==> config.mk <==
export PLATFORM = sky130hd
export DESIGN_NAME = rms_seq
export DESIGN_NICKNAME = d
export VERILOG_FILES = /design/src/core/rms_pkg.sv /design/src/core/rms_seq.sv /design/src/core/rms_timer.sv
export SDC_FILE = /design/constraint.sdc
export NUM_CORES = 1
export LEC_CHECK = 0
export BUFFER_PORTS_ARGS = -buffer_cell sky130_fd_sc_hd__buf_2
export CORE_ASPECT_RATIO = 0.5
export CORE_MARGIN = 3
export CORE_UTILIZATION = 39
export DETAILED_ROUTE_END_ITERATION = 6
export MAX_ROUTING_LAYER = met4
export REMOVE_ABC_BUFFERS = 1
export SYNTH_ARGS = -nofsm -noshare
export SYNTH_HDL_FRONTEND = slang
export SYNTH_SLANG_ARGS = --single-unit
==> constraint.sdc <==
create_clock -name mclk -period 2.94 [get_ports mclk]
set_input_delay 0.294 -clock mclk [delete_from_list [all_inputs] [get_ports mclk]]
set_output_delay 0.294 -clock mclk [all_outputs]
set_load 0.01 [all_outputs]
==> src/core/rms_pkg.sv <==
// Behaviour
// Idle holds Standby or Sleep per select.
// Launch branches by start transition select.
// Low-power selection goes Off or Idle.
// Record launch mode, restore it when off.
// Idle exits on first timer, Tx/Rx.
// Transmit exits on frame sent, LPS/Rx.
// Receive exits on payload or check passed.
// Bad CRC payload under 011 means timeout.
// Receive codes 100-110 stop on events.
// Second timer in Receive goes low-power.
// Receive expiry select picks timeout destination.
// Any of three timeouts is receive timeout.
// Packet received exit select picks destination.
// First timer fires after second or launch.
// Second timer fires after first timer.
// Step codes: off, 64us, 4.1ms, 262ms.
// Timers alternate regardless of sequencer state; here both halt whenever the next state is Off.
// Stop bit turns sequencer off immediately.
// Software launches only from Sleep/Standby, never with stop.
// Sequencer works only with FSK/OOK modem.
// Idle ignores everything except first timer.
// Low-power selection resolves within one cycle.
// Multiplier is 8-bit count of step periods.
package rms_pkg;

    // Register word addresses on the byte-addressed port.
    localparam logic [7:0] ADDR_CTRL = 8'h00;
    localparam logic [7:0] ADDR_TIMER = 8'h04;
    localparam logic [7:0] ADDR_STATUS = 8'h08;

    // Control register field positions.
    localparam int CTRL_LAUNCH = 0;
    localparam int CTRL_STOP = 1;
    localparam int CTRL_IDLE_LP = 2;
    localparam int CTRL_LP_TARGET = 3;
    localparam int CTRL_START_LO = 4;
    localparam int CTRL_IDLE_EXIT = 6;
    localparam int CTRL_TX_EXIT = 7;
    localparam int CTRL_RX_EXIT_LO = 8;
    localparam int CTRL_EXPIRY_LO = 11;
    localparam int CTRL_PKT_EXIT_LO = 13;
    localparam int CTRL_CFG_LO = 2;
    localparam int CTRL_CFG_HI = 15;

    // Timer register field positions.
    localparam int TMR_STEP1_LO = 0;
    localparam int TMR_STEP2_LO = 2;
    localparam int TMR_MULT1_LO = 8;
    localparam int TMR_MULT2_LO = 16;
    localparam int TMR_HI = 23;

    // Reset values of the stored configuration.
    localparam logic [13:0] CTRL_CFG_RESET = 14'h0000;
    localparam logic [23:0] TIMER_RESET = 24'h000000;

    // Chip mode codes driven towards the radio mode control.
    localparam logic [2:0] MODE_SLEEP = 3'h0;
    localparam logic [2:0] MODE_STDBY = 3'h1;
    localparam logic [2:0] MODE_SYNTH = 3'h2;
    localparam logic [2:0] MODE_TX = 3'h3;
    localparam logic [2:0] MODE_RX = 3'h5;

    // Timing: clock period and step sizes in nanoseconds.
    localparam int CLK_NS = 20;
    localparam int STEP_SHORT_NS = 64000;
    localparam int STEP_MID_NS = 4100000;
    localparam int STEP_LONG_NS = 262000000;
    localparam int STEP_SHORT_CYC = STEP_SHORT_NS / CLK_NS;

    // Sequencer states.
    typedef enum logic [2:0] {
        RMS_OFF = 3'b000,
        RMS_IDLE = 3'b001,
        RMS_TX = 3'b010,
        RMS_RX = 3'b011,
        RMS_PKT = 3'b100,
        RMS_LPS = 3'b101,
        RMS_WAITQ = 3'b110,
        RMS_SYNTH = 3'b111
    } rms_state_t;

endpackage

==> src/core/rms_seq.sv <==
// Local design decisions: the plain strobed port and the register offsets.
`timescale 1ns/1ps
module rms_seq #(
    parameter int MID_CYC = rms_pkg::STEP_MID_NS / rms_pkg::CLK_NS,
    parameter int LONG_CYC = rms_pkg::STEP_LONG_NS / rms_pkg::CLK_NS
) (
    // Clock and reset.
    input wire logic mclk,
    input wire logic rst_n,
    // Register port.
    input wire logic [7:0] addr,
    input wire logic [31:0] wdata,
    input wire logic wr,
    input wire logic rd,
    output logic [31:0] rdata,
    // Chip context.
    input wire logic fsk_modem_sel,
    input wire logic [2:0] chip_mode_in,
    input wire logic crc_enabled,
    input wire logic bad_frame_auto_discard,
    input wire logic freq_changed,
    // Packet engine events, one-cycle pulses.
    input wire logic frame_sent_irq,
    input wire logic payload_available_irq,
    input wire logic check_passed_irq,
    input wire logic rx_signal_level_timeout,
    input wire logic rx_preamble_timeout,
    input wire logic rx_sync_timeout,
    input wire logic signal_strength_irq,
    input wire logic sync_match_irq,
    input wire logic preamble_seen_irq,
    input wire logic queue_level_irq,
    input wire logic queue_drained_irq,
    // Mode control outputs.
    output logic seq_active,
    output logic [2:0] seq_mode,
    output logic receiver_restart,
    output logic first_timer_irq,
    output logic second_timer_irq
);

    // Stored configuration and state.
    logic [13:0] cfg_r; // Transition selectors.
    logic [23:0] timer_r; // Step sizes and multipliers.
    logic [2:0] init_mode_r; // Low-power mode seen at launch.
    rms_pkg::rms_state_t state_r, state_nxt;
    logic [2:0] mode_nxt;
    logic restart_nxt;
    logic [31:0] rdata_nxt;
    logic [15:0] ctrl_view;

    // Field views of the control word.
    logic idle_low_power_select;
    logic low_power_target_select;
    logic [1:0] start_transition_select;
    logic idle_exit_select;
    logic transmit_exit_select;
    logic [2:0] receive_exit_select;
    logic [1:0] receive_expiry_exit_select;
    logic [2:0] packet_received_exit_select;
    logic ctrl_wr; // Write to the control word this cycle.
    assign ctrl_view = {cfg_r, 2'b00};
    assign idle_low_power_select = ctrl_view[rms_pkg::CTRL_IDLE_LP];
    assign low_power_target_select = ctrl_view[rms_pkg::CTRL_LP_TARGET];
    // The launch write carries its own start selector, so one write configures and launches.
    assign start_transition_select = ctrl_wr ? wdata[rms_pkg::CTRL_START_LO +: 2]
                                             : ctrl_view[rms_pkg::CTRL_START_LO +: 2];
    assign idle_exit_select = ctrl_view[rms_pkg::CTRL_IDLE_EXIT];
    assign transmit_exit_select = ctrl_view[rms_pkg::CTRL_TX_EXIT];
    assign receive_exit_select = ctrl_view[rms_pkg::CTRL_RX_EXIT_LO +: 3];
    assign receive_expiry_exit_select = ctrl_view[rms_pkg::CTRL_EXPIRY_LO +: 2];
    assign packet_received_exit_select = ctrl_view[rms_pkg::CTRL_PKT_EXIT_LO +: 3];

    // Register strobes decoded from the port.
    logic timer_wr, launch_bit, stop_bit, launch_ok, stop_req;
    assign ctrl_wr = wr && (addr == rms_pkg::ADDR_CTRL);
    assign timer_wr = wr && (addr == rms_pkg::ADDR_TIMER);
    assign launch_bit = ctrl_wr && wdata[rms_pkg::CTRL_LAUNCH];
    assign stop_bit = ctrl_wr && wdata[rms_pkg::CTRL_STOP];
    // Stop wins over a launch written with it, the safer outcome of a misuse.
    assign stop_req = stop_bit || (state_r != rms_pkg::RMS_OFF && !fsk_modem_sel);
    // Launch only from Off, with the FSK/OOK modem, from Sleep or Standby.
    assign launch_ok = launch_bit && !stop_bit && fsk_modem_sel
        && state_r == rms_pkg::RMS_OFF
        && (chip_mode_in == rms_pkg::MODE_SLEEP || chip_mode_in == rms_pkg::MODE_STDBY);

    // Receive event decoding.
    logic rx_timeout, bad_payload, crc_path, timeout_path, rx_exit_hit, rx_off_hit;
    assign rx_timeout = rx_signal_level_timeout || rx_preamble_timeout || rx_sync_timeout;
    assign crc_path = (receive_exit_select == 3'h3);
    // A payload that did not pass the check is only seen when not auto-discarded.
    assign bad_payload = crc_path && payload_available_irq && !check_passed_irq
        && crc_enabled && !bad_frame_auto_discard;
    assign timeout_path = rx_timeout || bad_payload;
    assign rx_exit_hit = (receive_exit_select == 3'h1 && payload_available_irq)
        || (receive_exit_select == 3'h2 && payload_available_irq)
        || (crc_path && check_passed_irq);
    assign rx_off_hit = (receive_exit_select == 3'h4 && signal_strength_irq)
        || (receive_exit_select == 3'h5 && sync_match_irq)
        || (receive_exit_select == 3'h6 && preamble_seen_irq);

    // Timer chain: first timer after launch or second timer, second after first.
    logic t1_fire, t2_fire, timers_halt;
    assign timers_halt = state_nxt == rms_pkg::RMS_OFF;
    assign first_timer_irq = t1_fire;
    assign second_timer_irq = t2_fire;

    rms_timer #(.MID_CYC(MID_CYC), .LONG_CYC(LONG_CYC)) u_first (
        .mclk(mclk),
        .rst_n(rst_n),
        .start(launch_ok || t2_fire),
        .halt(timers_halt),
        .step_sel(timer_r[rms_pkg::TMR_STEP1_LO +: 2]),
        .mult(timer_r[rms_pkg::TMR_MULT1_LO +: 8]),
        .fire(t1_fire)
    );

    rms_timer #(.MID_CYC(MID_CYC), .LONG_CYC(LONG_CYC)) u_second (
        .mclk(mclk),
        .rst_n(rst_n),
        .start(t1_fire),
        .halt(timers_halt),
        .step_sel(timer_r[rms_pkg::TMR_STEP2_LO +: 2]),
        .mult(timer_r[rms_pkg::TMR_MULT2_LO +: 8]),
        .fire(t2_fire)
    );

    // Next-state logic; the timers run on whatever state this selects.
    always_comb begin
        state_nxt = state_r;
        restart_nxt = 1'b0;
        unique case (state_r)
            rms_pkg::RMS_OFF: begin
                if (launch_ok) begin
                    unique case (start_transition_select)
                        2'b00: state_nxt = rms_pkg::RMS_LPS;
                        2'b01: state_nxt = rms_pkg::RMS_RX;
                        2'b10: state_nxt = rms_pkg::RMS_TX;
                        2'b11: state_nxt = rms_pkg::RMS_WAITQ;
                    endcase
                end
            end
            rms_pkg::RMS_WAITQ: begin
                // Chip stays in its initial mode until the queue fills.
                if (queue_level_irq) begin
                    state_nxt = rms_pkg::RMS_TX;
                end
            end
            rms_pkg::RMS_LPS: begin
                // Transitory: decided on the very next edge.
                state_nxt = low_power_target_select ? rms_pkg::RMS_IDLE
                                                    : rms_pkg::RMS_OFF; // see R3
            end
            rms_pkg::RMS_IDLE: begin
                if (t1_fire) begin
                    state_nxt = idle_exit_select ? rms_pkg::RMS_RX : rms_pkg::RMS_TX;
                end
            end
            rms_pkg::RMS_TX: begin
                if (frame_sent_irq) begin
                    state_nxt = transmit_exit_select ? rms_pkg::RMS_RX
                                                     : rms_pkg::RMS_LPS;
                end
            end
            rms_pkg::RMS_RX: begin
                // Second timer outranks every receive exit.
                if (t2_fire) begin
                    state_nxt = rms_pkg::RMS_LPS;
                end else if (rx_exit_hit) begin
                    state_nxt = (receive_exit_select == 3'h2) ? rms_pkg::RMS_LPS
                                                              : rms_pkg::RMS_PKT;
                end else if (rx_off_hit) begin
                    state_nxt = rms_pkg::RMS_OFF;
                end else if (timeout_path) begin
                    unique case (receive_expiry_exit_select)
                        2'b00: restart_nxt = 1'b1;
                        2'b01: state_nxt = rms_pkg::RMS_TX;
                        2'b10: state_nxt = rms_pkg::RMS_LPS;
                        2'b11: state_nxt = rms_pkg::RMS_OFF;
                    endcase
                end
            end
            rms_pkg::RMS_PKT: begin
                // Codes above 100 are unused and hold the state.
                if (packet_received_exit_select == 3'h0) begin
                    state_nxt = rms_pkg::RMS_OFF;
                end else if (packet_received_exit_select == 3'h1 && queue_drained_irq) begin
                    state_nxt = rms_pkg::RMS_TX;
                end else if (packet_received_exit_select == 3'h2) begin
                    state_nxt = rms_pkg::RMS_LPS;
                end else if (packet_received_exit_select == 3'h3) begin
                    state_nxt = freq_changed ? rms_pkg::RMS_SYNTH : rms_pkg::RMS_RX;
                end else if (packet_received_exit_select == 3'h4) begin
                    state_nxt = rms_pkg::RMS_RX;
                end
            end
            rms_pkg::RMS_SYNTH: begin
                // One cycle of synthesiser-only mode to relock before receiving.
                state_nxt = rms_pkg::RMS_RX;
            end
        endcase
        if (stop_req) begin
            state_nxt = rms_pkg::RMS_OFF;
            restart_nxt = 1'b0;
        end
    end

    // Chip mode requested for the next state; Off returns to the launch mode.
    always_comb begin
        unique case (state_nxt)
            rms_pkg::RMS_IDLE: mode_nxt = idle_low_power_select ? rms_pkg::MODE_SLEEP
                                                               : rms_pkg::MODE_STDBY;
            rms_pkg::RMS_TX: mode_nxt = rms_pkg::MODE_TX;
            rms_pkg::RMS_RX: mode_nxt = rms_pkg::MODE_RX;
            rms_pkg::RMS_PKT: mode_nxt = rms_pkg::MODE_RX;
            rms_pkg::RMS_SYNTH: mode_nxt = rms_pkg::MODE_SYNTH;
            rms_pkg::RMS_OFF: mode_nxt = init_mode_r;
            rms_pkg::RMS_LPS: mode_nxt = seq_mode;
            rms_pkg::RMS_WAITQ: mode_nxt = init_mode_r;
        endcase
        if (launch_ok) begin
            // Start from the mode seen now, before the capture lands.
            mode_nxt = (state_nxt == rms_pkg::RMS_LPS || state_nxt == rms_pkg::RMS_WAITQ)
                ? chip_mode_in : mode_nxt;
        end
    end

    // Read multiplexer; data appears only in the cycle after the strobe.
    always_comb begin
        rdata_nxt = 32'h00000000;
        if (rd) begin
            unique case (addr)
                rms_pkg::ADDR_CTRL: rdata_nxt = {16'h0000, ctrl_view};
                rms_pkg::ADDR_TIMER: rdata_nxt = {8'h00, timer_r};
                rms_pkg::ADDR_STATUS: rdata_nxt = {22'h000000, seq_active, init_mode_r,
                                                   seq_mode, state_r};
                default: rdata_nxt = 32'h00000000;
            endcase
        end
    end

    // Configuration registers; launch and stop are self-clearing strobes.
    always_ff @(posedge mclk or negedge rst_n) begin
        if (!rst_n) begin
            cfg_r <= rms_pkg::CTRL_CFG_RESET;
            timer_r <= rms_pkg::TIMER_RESET;
        end else begin
            if (ctrl_wr) begin
                cfg_r <= wdata[rms_pkg::CTRL_CFG_HI:rms_pkg::CTRL_CFG_LO];
            end
            if (timer_wr) begin
                timer_r <= wdata[rms_pkg::TMR_HI:0];
            end
        end
    end

    // Sequencer state, outputs and the captured initial mode.
    always_ff @(posedge mclk or negedge rst_n) begin
        if (!rst_n) begin
            state_r <= rms_pkg::RMS_OFF;
            seq_active <= 1'b0;
            seq_mode <= rms_pkg::MODE_SLEEP;
            receiver_restart <= 1'b0;
            init_mode_r <= rms_pkg::MODE_SLEEP;
            rdata <= 32'h00000000;
        end else begin
            state_r <= state_nxt;
            seq_active <= state_nxt != rms_pkg::RMS_OFF;
            seq_mode <= mode_nxt;
            receiver_restart <= restart_nxt;
            rdata <= rdata_nxt;
            if (launch_ok) begin
                init_mode_r <= chip_mode_in;
            end
        end
    end
endmodule // rms_seq

==> src/core/rms_timer.sv <==
`timescale 1ns/1ps
module rms_timer #(
    parameter int MID_CYC = 205000,
    parameter int LONG_CYC = 13100000
) (
    // Clock and reset.
    input wire logic mclk,
    input wire logic rst_n,
    // Control.
    input wire logic start,
    input wire logic halt,
    input wire logic [1:0] step_sel,
    input wire logic [7:0] mult,
    // Expiry pulse, one cycle.
    output logic fire
);

    // Step code to cycles per count; zero means the timer is off.
    function automatic logic [23:0] period_of(input logic [1:0] sel);
        unique case (sel)
            2'b00: period_of = 24'h000000;
            2'b01: period_of = 24'(rms_pkg::STEP_SHORT_CYC);
            2'b10: period_of = 24'(MID_CYC);
            2'b11: period_of = 24'(LONG_CYC);
        endcase
    endfunction

    logic armed_r; // Counting towards expiry.
    logic [23:0] pre_r; // Cycles within one step.
    logic [7:0] cnt_r; // Steps still to run.
    logic [23:0] period; // Current step length.
    logic step_done; // Last cycle of a step.
    logic arm_ok; // Step and multiplier both non-zero.

    assign period = period_of(step_sel);
    assign step_done = armed_r && (pre_r == period - 24'h000001);
    // A zero multiplier is taken as off, since zero steps has no sensible delay.
    assign arm_ok = (step_sel != 2'b00) && (mult != 8'h00);

    // Step prescaler and multiplier countdown.
    always_ff @(posedge mclk or negedge rst_n) begin
        if (!rst_n) begin
            armed_r <= 1'b0;
            pre_r <= 24'h000000;
            cnt_r <= 8'h00;
            fire <= 1'b0;
        end else begin
            fire <= 1'b0;
            if (halt) begin
                armed_r <= 1'b0;
            end else if (start) begin
                // Restart wins over everything but halt, so a new cycle begins on each trigger outside halt.
                armed_r <= arm_ok;
                pre_r <= 24'h000000;
                cnt_r <= mult;
            end else if (step_done) begin
                pre_r <= 24'h000000;
                cnt_r <= cnt_r - 8'h01;
                if (cnt_r == 8'h01) begin
                    armed_r <= 1'b0;
                    fire <= 1'b1;
                end
            end else if (armed_r) begin
                pre_r <= pre_r + 24'h000001;
            end
        end
    end

endmodule // rms_timer

==> metrics.md, run 1 <==
| Metric | Value |
|---|---|
| CP Capture Type | flop |
| Yosys warns | 0 |
| Gate Count Post-Synth | about 810 |
| Max Cap Violations | 0 |
| Power density cells | 597.0 mW/mm^2 |
| Die Y | 107.1 um |
| Routed Antenna Nets | 0 |
| FF+latch count, synth | roughly 140 |
| Starting density of the core | between 40% and 50% |
| Root Buffer Master | clkbuf_16 |
| Sequential area share after synthesis | between 40 and 50% |
| Async SR Flop Fraction | 100.0% |
| Top cell type's share of synthesized area | 44.24% |
| Worst-path maximum fanout | 5 |
| Largest net degree at the start of global routing | 64 |
| Area leader, netlist | dfrtp_1 |
| Core area | 0.01977 sq mm |
| Area grow syn2layout | 27.27% |
| Worst-skew pair later-pin latency | 0.43 ns |
| Avg Cell Area, Syn | a little under 10 sq um |
| Final core utilization | 51.33% |
| Placed cells | 1204 |
| CP Data Arrival Time | roughly 3.2 ns |
| CTS Buf Count | 17 |
| CP Buf/Inv Count | 4 |
| Synthesized cell area | 0.007975 sq mm |
| Critical path class | flop to flop |
| Avg Vias per Cell | 5.428 |
| I/O pin count | 101 |
| Register Area | roughly 0.0035 sq mm |
| Sink Count | 141 |
| CP max stage delay | between 0.4 and 0.5 ns |
| Hpwl dp | about 16000 um |
| Worst path cell trace | buf_6 -> ha_4 -> inv_2 -> ha_4 -> xor2_1 -> nand4_1 -> a211o_1 -> buf_6 -> o41ai_4 -> nor2_4 -> buf_6 -> a211oi_2 -> xnor2_1 -> nor2_1 |
| # nets final | 1047 |
| Fin cells | 1244 |
| Clk_skew | between 0.008 and 0.009 ns |
| Synth area leaders | dfrtp_1 (44%), mux2_2 (5.1%), nor2_1 (4.2%) |
| Data required, critical path | 3.25 ns |
| CP Launch Type | flop |
| Port bufs | 84 |
| Filler cell count in the final layout | 1805 |
| Dpl cell area | 0.009258 sq mm |
| Vias | 6752 |
| Worst R2R Path Depth | 14 |
| GR Util All Layers | 20.54% |
| CTS max path bufs | 2 |
| Slew Viols, Final | 0 |
| CTS clk-pin slew, worst paths | 0.06 ns |
| Share of cells above drive strength 1 | 30.57% |
| Vias in the first global route | between 6000 and 7000 |
| Remaining DRCs | 0 |
| Worst slew pin tran | 1.085 ns |
| Crit. Startpoint | timer_r[3] |
| Max stage delay cell, worst path | dfrtp_2 |
| Final WL | 21790 um |
| Placer Congestion | approximately 0.9 |
| Crit path max-delay family | compound AO/OA/AOI/OAI gates |
| Pleak | 4.494 nW |
| Worst r2r src | timer_r[3] |
| Status | finished clean |
| DR pass1 iterations | 5 |
| Post-synth EDFFs | 0 |
| Period utilization | a little over nine tenths |
| Endpoints failing setup | 0 |
| CTS tree | done |
| Overall power | 6.059 mW |
| Max rail drop VDD | 0.4362 mV |
| Reg-to-Reg End | u_second.pre_r[12] |
| First-pass GRT wire length | 35560 um |
| Unique masters post-synth | 78 |
| Rows | 36 |
| Min Tclk post-route | roughly 2.9 ns |
| Critical Path Sink | u_second.pre_r[12] |
| Instance count on the critical path | 14 |
| Initial antenna violation count | 0 |
| Max transition margin | a little over a quarter |
| Overflow after GRT | 0 |
| Ys flop type | dfrtp_1 |
| Detailed-route wire length per cell | 17.52 um |
| Most frequent CP cell | buf_6 |
| Max Fclk | 349.7 MHz |
| Worst Hold Class | primary input to flop |
| DIE AREA | 0.02231 sq mm |
| TNS Setup | 0 ns |
| Multi-input combinational cell area | 0.004300 sq mm |
| Post-route cell area | 0.01015 sq mm |
| H-tree depth | 4 |
| Final hold vios | 0 |
| RSZ-0062 raised after global routing | true |
| Die Wd | 208.2 um |
| Register-to-Register Setup Slack | 0.08 ns |
| Iteration-0 DRC Markers | 415 |
| Diode count | 0 |
## area by class of cell
type | count | area share, %
Clock buffer | 19 | 4.364
Clock inverter | 13 | 1.849
Inverter | 38 | 1.430
Multi-Input combinational cell | 597 | 42.37
Sequential cell | 141 | 34.83
Tap cell | 266 | 3.279
Timing Repair Buffer | 170 | 11.88
## placed cells by master, fill, tap and decap left out, drive strengths merged, types with 11 or more instances in the layout
master   count
a2111oi     16
a211oi      20
a21oi       36
and2        11
buf        169
clkbuf      19
dfrtp      141
ha          20
inv         41
mux2        36
mux2i       21
nand2       55
nand3       28
nand4       11
nor2        90
nor3        30
nor4        11
o21ai       43
xnor2       31
## flip-flops by register name, summed over array words and instances, names as in the netlist
register / cells
seq_mode: 3
u_second.armed_r: 1
seq_active: 1
u_first.fire: 1
cfg_r: 14
u_first.pre_r: 24
u_first.cnt_r: 8
init_mode_r: 3
u_second.fire: 1
u_second.pre_r: 24
state_r: 3
rdata: 24
timer_r: 24
receiver_restart: 1
u_first.armed_r: 1
u_second.cnt_r: 8
## logic make-up after synthesis
kind of cell	synth area share, %
multiplexers	7.719
AND/OR/NAND/NOR	19.33
flip-flops	44.24
other	0.04702
AO/OA/AOI/OAI	17.12
XOR/XNOR	3.624
buffers and inverters	4.534
adder cells (fa/ha/maj)	3.389
## stage by stage
stage | hold slack, ns | worst slack (ns)
after floorplan | -0.001591 | -1.649
after global placement | 0.2959 | -0.1392
after detailed placement | 0.2936 | -0.1962
after CTS | 0.07936 | 0.0003455
after global routing | 0.09597 | -0.03885
final | 0.09220 | 0.08047
## where the power goes
| group | total [mW] | internal (mW) | switching [mW] |
|---|---|---|---|
| Sequential | 2.13 | 2.03 | 0.104 |
| Combinational | 1.58 | 0.645 | 0.937 |
| Clock | 2.35 | 1.45 | 0.900 |
| Total | 6.06 | 4.12 | 1.94 |
## cell usage after synthesis, types with 10 or more instances
master and n:
dfrtp_1 141, nor2_1 89, nand2_1 55, o21ai_0 42, mux2_2 36, a21oi_1 35, inv_1 35, xnor2_1 31
nor3_1 30, nand3_1 28, mux2i_1 21, ha_1 20, a211oi_1 19, clkbuf_1 17, buf_2 13, and2_1 11
nand2b_1 10, nand4_1 10
## metal layers
layer / wire length [um] / GRT usage [%] / vias up
li1: - / - / 3246
met1: 10260 / 26.89 / 3326
met2: 10200 / 32.63 / 150
met3: 986 / 4.502 / 30
met4: 335 / 5.526 / 0
met5: 0 / - / -
## how the worst min path moves through the flow
stage                     startpoint           endpoint  slack, ns  depth (start not counted)
after floorplan                rst_n           cfg_r[0]     -0.002                          0
after global placement         rst_n  u_second.pre_r[7]       0.30                          1
after detailed placement       rst_n  u_second.pre_r[7]       0.29                          1
after CTS                  wdata[16]        timer_r[16]       0.08                          2
after global routing       wdata[23]        timer_r[23]        0.1                          2
final                      wdata[16]        timer_r[16]       0.09                          2
## what timing repair did
action,CTS,global route
resized for setup,5,37
pin swaps,1,16
hold buffers,1,0
buffers inserted,1,6
endpoints found under the setup margin,20,56
hold endpoints to repair,53,0
Power figures use the tool's default switching activity.
==> inputs of run 2 (changes only) <==
clock period = 3.5 ns   (was 2.94 ns; I/O delays follow)
==> metrics.md, run 2 (same netlist as run 1, synthesis figures left out) <==
| Metric | Value |
|---|---|
| Status | finished clean |
| # nets final | 997 (-4.8%) |
| Port bufs | 84 (unchanged) |
| Clk_skew | 0.01247 ns (+0.003655 ns) |
| Placer Congestion | 0.8900 (+0.18%) |
| Crit. Startpoint | cfg_r[7] |
| Post-route cell area | 0.009507 sq mm (-6.3%) |
| Worst Hold Class | primary input to flop |
| Share of cells above drive strength 1 | 24.06% (-6.5 points) |
| CTS tree | done |
| Setup ws final | 0.2929 ns (+0.2124 ns) |
| Final core utilization | 48.08% (-3.3 points) |
| Critical path class | flop to flop |
| Avg Vias per Cell | 5.494 (+1.2%) |
| CTS clk-pin slew, worst paths | 0.06 ns (about the same) |
| Initial antenna violation count | 0 (unchanged) |
| Max rail drop VDD | 0.3442 mV (-21%) |
| Iteration-0 DRC Markers | 413 (-0.48%) |
| Vias in the first global route | 6511 (-3.9%) |
| Die Wd | 208.2 um (unchanged) |
| Starting density of the core | 40.33% (unchanged) |
| GR Util All Layers | 19.86% (-0.68 points) |
| Period utilization | 91.63% (-5.6 points) |
| I/O pin count | 101 (unchanged) |
| CTS Buf Count | 17 (unchanged) |
| Place WS | 0.07041 ns (+0.2666 ns) |
| Pleak | 4.206 nW (-6.4%) |
| TNS Setup | 0 ns (unchanged) |
| Filler cell count in the final layout | 1816 (+0.61%) |
| Number of post-CTS setup repair buffers | 0 (-1) |
| CTS max path bufs | 2 (unchanged) |
| Overall power | 4.888 mW (-19%) |
| Data required, critical path | 3.81 ns (+0.56 ns) |
| Area grow syn2layout | 19.20% |
| CP Launch Type | flop |
| Max Fclk | 311.8 MHz (-11%) |
| CP Capture Type | flop |
| Hpwl dp | 14860 um (-5.2%) |
| Endpoints failing setup | 0 (unchanged) |
| DR pass1 iterations | 7 (+2) |
| Commonest cells after routing, fill and taps aside | dfrtp_1 (141), nor2_1 (89), buf_2 (83) |
| Min Tclk post-route | 3.207 ns (+0.3476 ns) |
| Dpl cell area | 0.008835 sq mm (-4.6%) |
| Worst-skew pair later-pin latency | 0.43 ns (about the same) |
| Max Cap Violations | 0 (unchanged) |
| Largest net degree at the start of global routing | 77 (+20%) |
| Worst slew pin tran | 0.9644 ns (-0.1204 ns) |
| Worst r2r src | cfg_r[7] |
| Routed Antenna Nets | 0 (unchanged) |
| Power density cells | 514.2 mW/mm^2 (-14%) |
| PostCTS Resize Cnt | 0 (-5) |
| Sink Count | 141 (unchanged) |
| DIE AREA | 0.02231 sq mm (unchanged) |
| Die Y | 107.1 um (unchanged) |
| Vias | 6554 (-2.9%) |
| Final hold vios | 0 (unchanged) |
| Rows | 36 (unchanged) |
| CP Data Arrival Time | 3.52 ns (+0.35 ns) |
| Diode count | 0 (unchanged) |
| Worst-path maximum fanout | 25 (+20) |
| Remaining DRCs | 0 (unchanged) |
| Hold Startpoint | wdata[23] |
| Core area | 0.01977 sq mm (unchanged) |
| Max transition margin | 35.47% (+8.1 points) |
| First-pass GRT wire length | 34630 um (-2.6%) |
| Slew Viols, Final | 0 (unchanged) |
| Root Buffer Master | clkbuf_16 |
| H-tree depth | 4 (unchanged) |
| Overflow after GRT | 0 (unchanged) |
| Detailed-route wire length per cell | 17.53 um (about the same) |
| Final WL | 20910 um (-4.0%) |
| RSZ-0062 raised after global routing | false |
| Commonest non-fill, non-tap cell in the layout | dfrtp_1 |
run 2: cell count changes in the layout (fill, tap and decap cells not counted), sizes merged:
cell | previous run | this run
inv | 41 | 38
clkbuf | 19 | 20
clkinv | 3 | 4
clkinvlp | 3 | 1
buf | 169 | 119
bufinv | 4 | 6
run 2: final timing paths:
| check | to | slack, ns | depth (start not counted) |
|---|---|---|---|
| worst max-delay path | u_second.cnt_r[6] | 0.29 | 9 |
| worst min-delay path | timer_r[23] | 0.16 | 2 |
| worst max register to register | u_second.cnt_r[6] | 0.29 | 9 |
| worst min register to register | timer_r[6] | 0.51 | 1 |
| max in group asynchronous | cfg_r[2] | 2.16 | 3 |
| min in group asynchronous | u_second.pre_r[7] | 0.49 | 2 |
run 2: timing repair:
item,in CTS,in global routing
hold buffers,1,0
setup endpoints to repair,0,0
endpoints found under the hold margin,65,0
run 2: power breakdown:
| part | total [mW] | leakage, nW | switching (mW) | internal, mW |
|---|---|---|---|---|
| combinational | 1.03 | 1.96 | 0.708 | 0.321 |
| clock | 2.07 | 0.320 | 0.719 | 1.35 |
| sequential | 1.79 | 1.92 | 0.0897 | 1.70 |
| total | 4.89 | 4.21 | 1.52 | 3.37 |
run 2: layout make-up:
cell class / count / area, sq um / area share [%]
clock buffers: 20 / 446.7 / 4.699
clock inverters: 11 / 215.2 / 2.264
inverters: 38 / 142.6 / 1.500
multi-input cells: 597 / 4129 / 43.43
flip-flops and latches: 141 / 3528 / 37.11
well taps: 266 / 332.8 / 3.501
repair buffers: 120 / 711.9 / 7.489
run 2: worst max-delay path, stage by stage (launching register included):
cell and delay [ns]:
dfrtp_1 0.46, mux2i_1 0.15, o311ai_0 0.55, a2111o_1 0.28
a31oi_4 0.12, a21oi_4 0.66, a21oi_1 0.25, buf_4 0.21
or2_2 0.27, o221a_2 0.12
run 2: per-layer routing:
layer	part of all wire (%)	GRT usage (%)	wire (um)	up-vias
li1	-	-	-	3142
met1	48	26.44	10070	3233
met2	46	30.86	9573	162
met3	4.8	4.823	1014	17
met4	1.2	4.901	257	0
met5	0	-	0	-
run 2: through the flow:
step                      hold slack (ns)  cells
after floorplan                   0.05441    776
after global placement             0.3997   1161
after detailed placement           0.3999   1161
after CTS                          0.1359   1193
after global routing               0.1429   1193
final                              0.1580   1193
==> inputs of run 3 (changes only) <==
--- a/config.mk
+++ b/config.mk
@@ -6,9 +6,9 @@
 export NUM_CORES = 1
 export LEC_CHECK = 0
-export BUFFER_PORTS_ARGS = -buffer_cell sky130_fd_sc_hd__buf_2
 export CORE_ASPECT_RATIO = 0.5
 export CORE_MARGIN = 3
 export CORE_UTILIZATION = 39
 export DETAILED_ROUTE_END_ITERATION = 6
+export DONT_BUFFER_PORTS = 1
 export MAX_ROUTING_LAYER = met4
 export REMOVE_ABC_BUFFERS = 1
==> constraint.sdc (replaced) <==
create_clock -name mclk -period 3.95 [get_ports mclk]
set_input_delay 0.79 -clock mclk [delete_from_list [all_inputs] [get_ports mclk]]
set_output_delay 0.79 -clock mclk [all_outputs]
set_load 0.01 [all_outputs]
==> metrics.md, run 3 (same netlist as run 1, synthesis figures left out) <==
| Metric | Value |
|---|---|
| Worst slew pin tran | 0.8783 ns (-0.08614 ns) |
| Worst Hold Class | primary input to asynchronous set/reset pin |
| Combinational share of power | 20.0% (-1.1 points) |
| # nets final | 901 (-9.6%) |
| Vias in the first global route | 6090 (-6.5%) |
| CTS clk-pin slew, worst paths | 0.06 ns (about the same) |
| CTS Buf Count | 17 (unchanged) |
| Pleak | 3.720 nW (-12%) |
| Area grow syn2layout | 11.53% |
| Register-to-Register Setup Slack | 0.69 ns (+0.40 ns) |
| Max transition margin | 41.23% (+5.8 points) |
| First-pass GRT wire length | 32670 um (-5.7%) |
| Worst path cell trace | nor4_4 -> nand3_1 -> mux2i_1 -> ha_1 -> or3_4 -> a31oi_4 -> a21oi_4 -> buf_4 -> a21o_1 -> o41ai_1 -> a21oi_1 |
| Data required, critical path | 4.25 ns (+0.44 ns) |
| Port bufs | 0 (-100%) |
| Diode count | 0 (unchanged) |
| Initial antenna violation count | 0 (unchanged) |
| Largest net degree at the start of global routing | 142 (+84%) |
| Number of post-CTS setup repair buffers | 0 (unchanged) |
| CTS tree | done |
| Vias | 6199 (-5.4%) |
| CTS hold repair buffers | 0 (-1) |
| Die Wd | 208.2 um (unchanged) |
| GR Util All Layers | 18.97% (-0.89 points) |
| DR pass1 iterations | 5 (-2) |
| Met1 Use GR | 25.10% (-1.3 points) |
| Power density cells | 445.0 mW/mm^2 (-13%) |
| Avg Vias per Cell | 5.651 (+2.9%) |
| Commonest non-fill, non-tap cell in the layout | dfrtp_1 |
| Sink Count | 141 (unchanged) |
| Reg-to-Reg End | u_second.pre_r[20] |
| Met3 Use GR | 4.589% (-0.23 points) |
| Met2 usage | 28.66% (-2.2 points) |
| Worst r2r src | timer_r[2] |
| Max Fclk | 305.7 MHz |
| PostCTS Resize Cnt | 0 (unchanged) |
| Commonest cells after routing, fill and taps aside | dfrtp_1 (141), nor2_1 (89), nand2_1 (55) |
| CP max stage delay | 0.41 ns (-0.25 ns) |
| Final hold slack | 0.06674 ns (-0.09126 ns) |
| Clk_skew | 0.01072 ns (-0.001743 ns) |
| Placed cells | 1066 (-8.2%) |
| TNS Setup | 0 ns (unchanged) |
| Worst R2R Path Depth | 10 (+1) |
| I/O pin count | 101 (unchanged) |
| Placer Congestion | 0.8572 (-3.7%) |
| Fin cells | 1097 (-8.0%) |
| CP Capture Type | flop |
| Max stage delay cell, worst path | or3_4 |
| Max Cap Violations | 0 (unchanged) |
| Root Buffer Master | clkbuf_16 |
| H-tree depth | 4 (unchanged) |
| Internal | 2.694 mW (-20%) |
| Switching share of power | 31.93% (+0.91 points) |
| Endpoints failing setup | 0 (unchanged) |
| Worst-skew pair later-pin latency | 0.43 ns (about the same) |
| CP Data Arrival Time | 3.57 ns (+0.05 ns) |
| RSZ-0062 raised after global routing | false |
| Final WL | 19800 um (-5.3%) |
| Share of total power in sequential cells | 40.3% (+3.7 points) |
| Hpwl dp | 13960 um (-6.1%) |
| Status | finished clean |
| Rows | 36 (unchanged) |
| CP Launch Type | primary input |
| Worst-path maximum fanout | 18 (-28%) |
| Critical path class | primary input to flop |
| Min Tclk post-route | 3.271 ns |
| Starting density of the core | 40.33% (unchanged) |
| NetSw | 1.264 mW (-17%) |
| GRT Max-Usage Layer | met2 |
| Overall power | 3.958 mW (-19%) |
| Final core utilization | 44.98% (-3.1 points) |
| Routed Antenna Nets | 0 (unchanged) |
| Max rail drop VDD | 0.2720 mV (-21%) |
| Die Y | 107.1 um (unchanged) |
| Detailed-route wire length per cell | 18.05 um (+2.9%) |
| Slew Viols, Final | 0 (unchanged) |
| CTS max path bufs | 2 (unchanged) |
| Final hold vios | 0 (unchanged) |
| Share of cells above drive strength 1 | 15.52% (-8.5 points) |
| Period utilization | 82.82% |
| Clock power share | 39.7% (-2.6 points) |
| Overflow after GRT | 0 (unchanged) |
| Remaining DRCs | 0 (unchanged) |
| Iteration-0 DRC Markers | 508 (+23%) |
| Core area | 0.01977 sq mm (unchanged) |
| DIE AREA | 0.02231 sq mm (unchanged) |
-- run 3: power groups by stage --
stage | clock network (mW) | registers [mW] | logic, mW
6_report | 1.57 | 1.60 | 0.792
5_1_grt | 1.67 | 1.60 | 0.868
4_1_cts | 1.61 | 1.59 | 0.789
3_5_place_dp | 0 | 1.62 | 0.783
3_3_place_gp | 0 | 1.62 | 0.774
2_1_floorplan | 0 | 1.59 | 0.507
-- run 3: metrics by stage --
stage | area [sq um] | setup WS (ns)
5_1_grt | 8895 | 0.4829
3_3_place_gp | 8313 | 0.2606
3_5_place_dp | 8313 | 0.2255
2_1_floorplan | 7782 | -1.135
6_report | 8895 | 0.6785
4_1_cts | 8895 | 0.6726
-- run 3: metal layers --
| metal | part of all wire (%) | vias up |
|---|---|---|
| met3 | 4.9 | 26 |
| met1 | 48 | 3069 |
| met2 | 46 | 149 |
| met4 | 1.8 | 0 |
| li1 | - | 2955 |
| met5 | 0 | - |
-- run 3: layout make-up --
class / instances / area, sq um
Clock buffer: 23 / 498.0
Clock inverter: 8 / 83.83
Fill cell: 1845 / 10880
Inverter: 38 / 142.6
Multi-Input combinational cell: 597 / 4129
Sequential cell: 141 / 3528
Tap cell: 266 / 332.8
Timing Repair Buffer: 24 / 180.2
-- run 3: how the worst max path moves through the flow --
stage | end | slack [ns] | startpoint | cells past startpoint
final | u_second.pre_r[20] | 0.68 | addr[1] | 11
after global routing | u_second.pre_r[20] | 0.48 | timer_r[2] | 10
after CTS | u_second.pre_r[20] | 0.67 | timer_r[2] | 10
after detailed placement | u_second.pre_r[20] | 0.23 | addr[1] | 11
after global placement | u_second.pre_r[20] | 0.26 | addr[1] | 11
after floorplan | u_second.cnt_r[7] | -1.13 | addr[7] | 8
-- run 3: critical path, delay by kind of cell --
| kind | cells | cell delay (ns) |
|---|---|---|
| compound gates | 5 | 1.13 |
| buf+inv | 1 | 0.27 |
| mux | 1 | 0.20 |
| simple gates | 3 | 0.91 |
| fa+ha+maj | 1 | 0.26 |
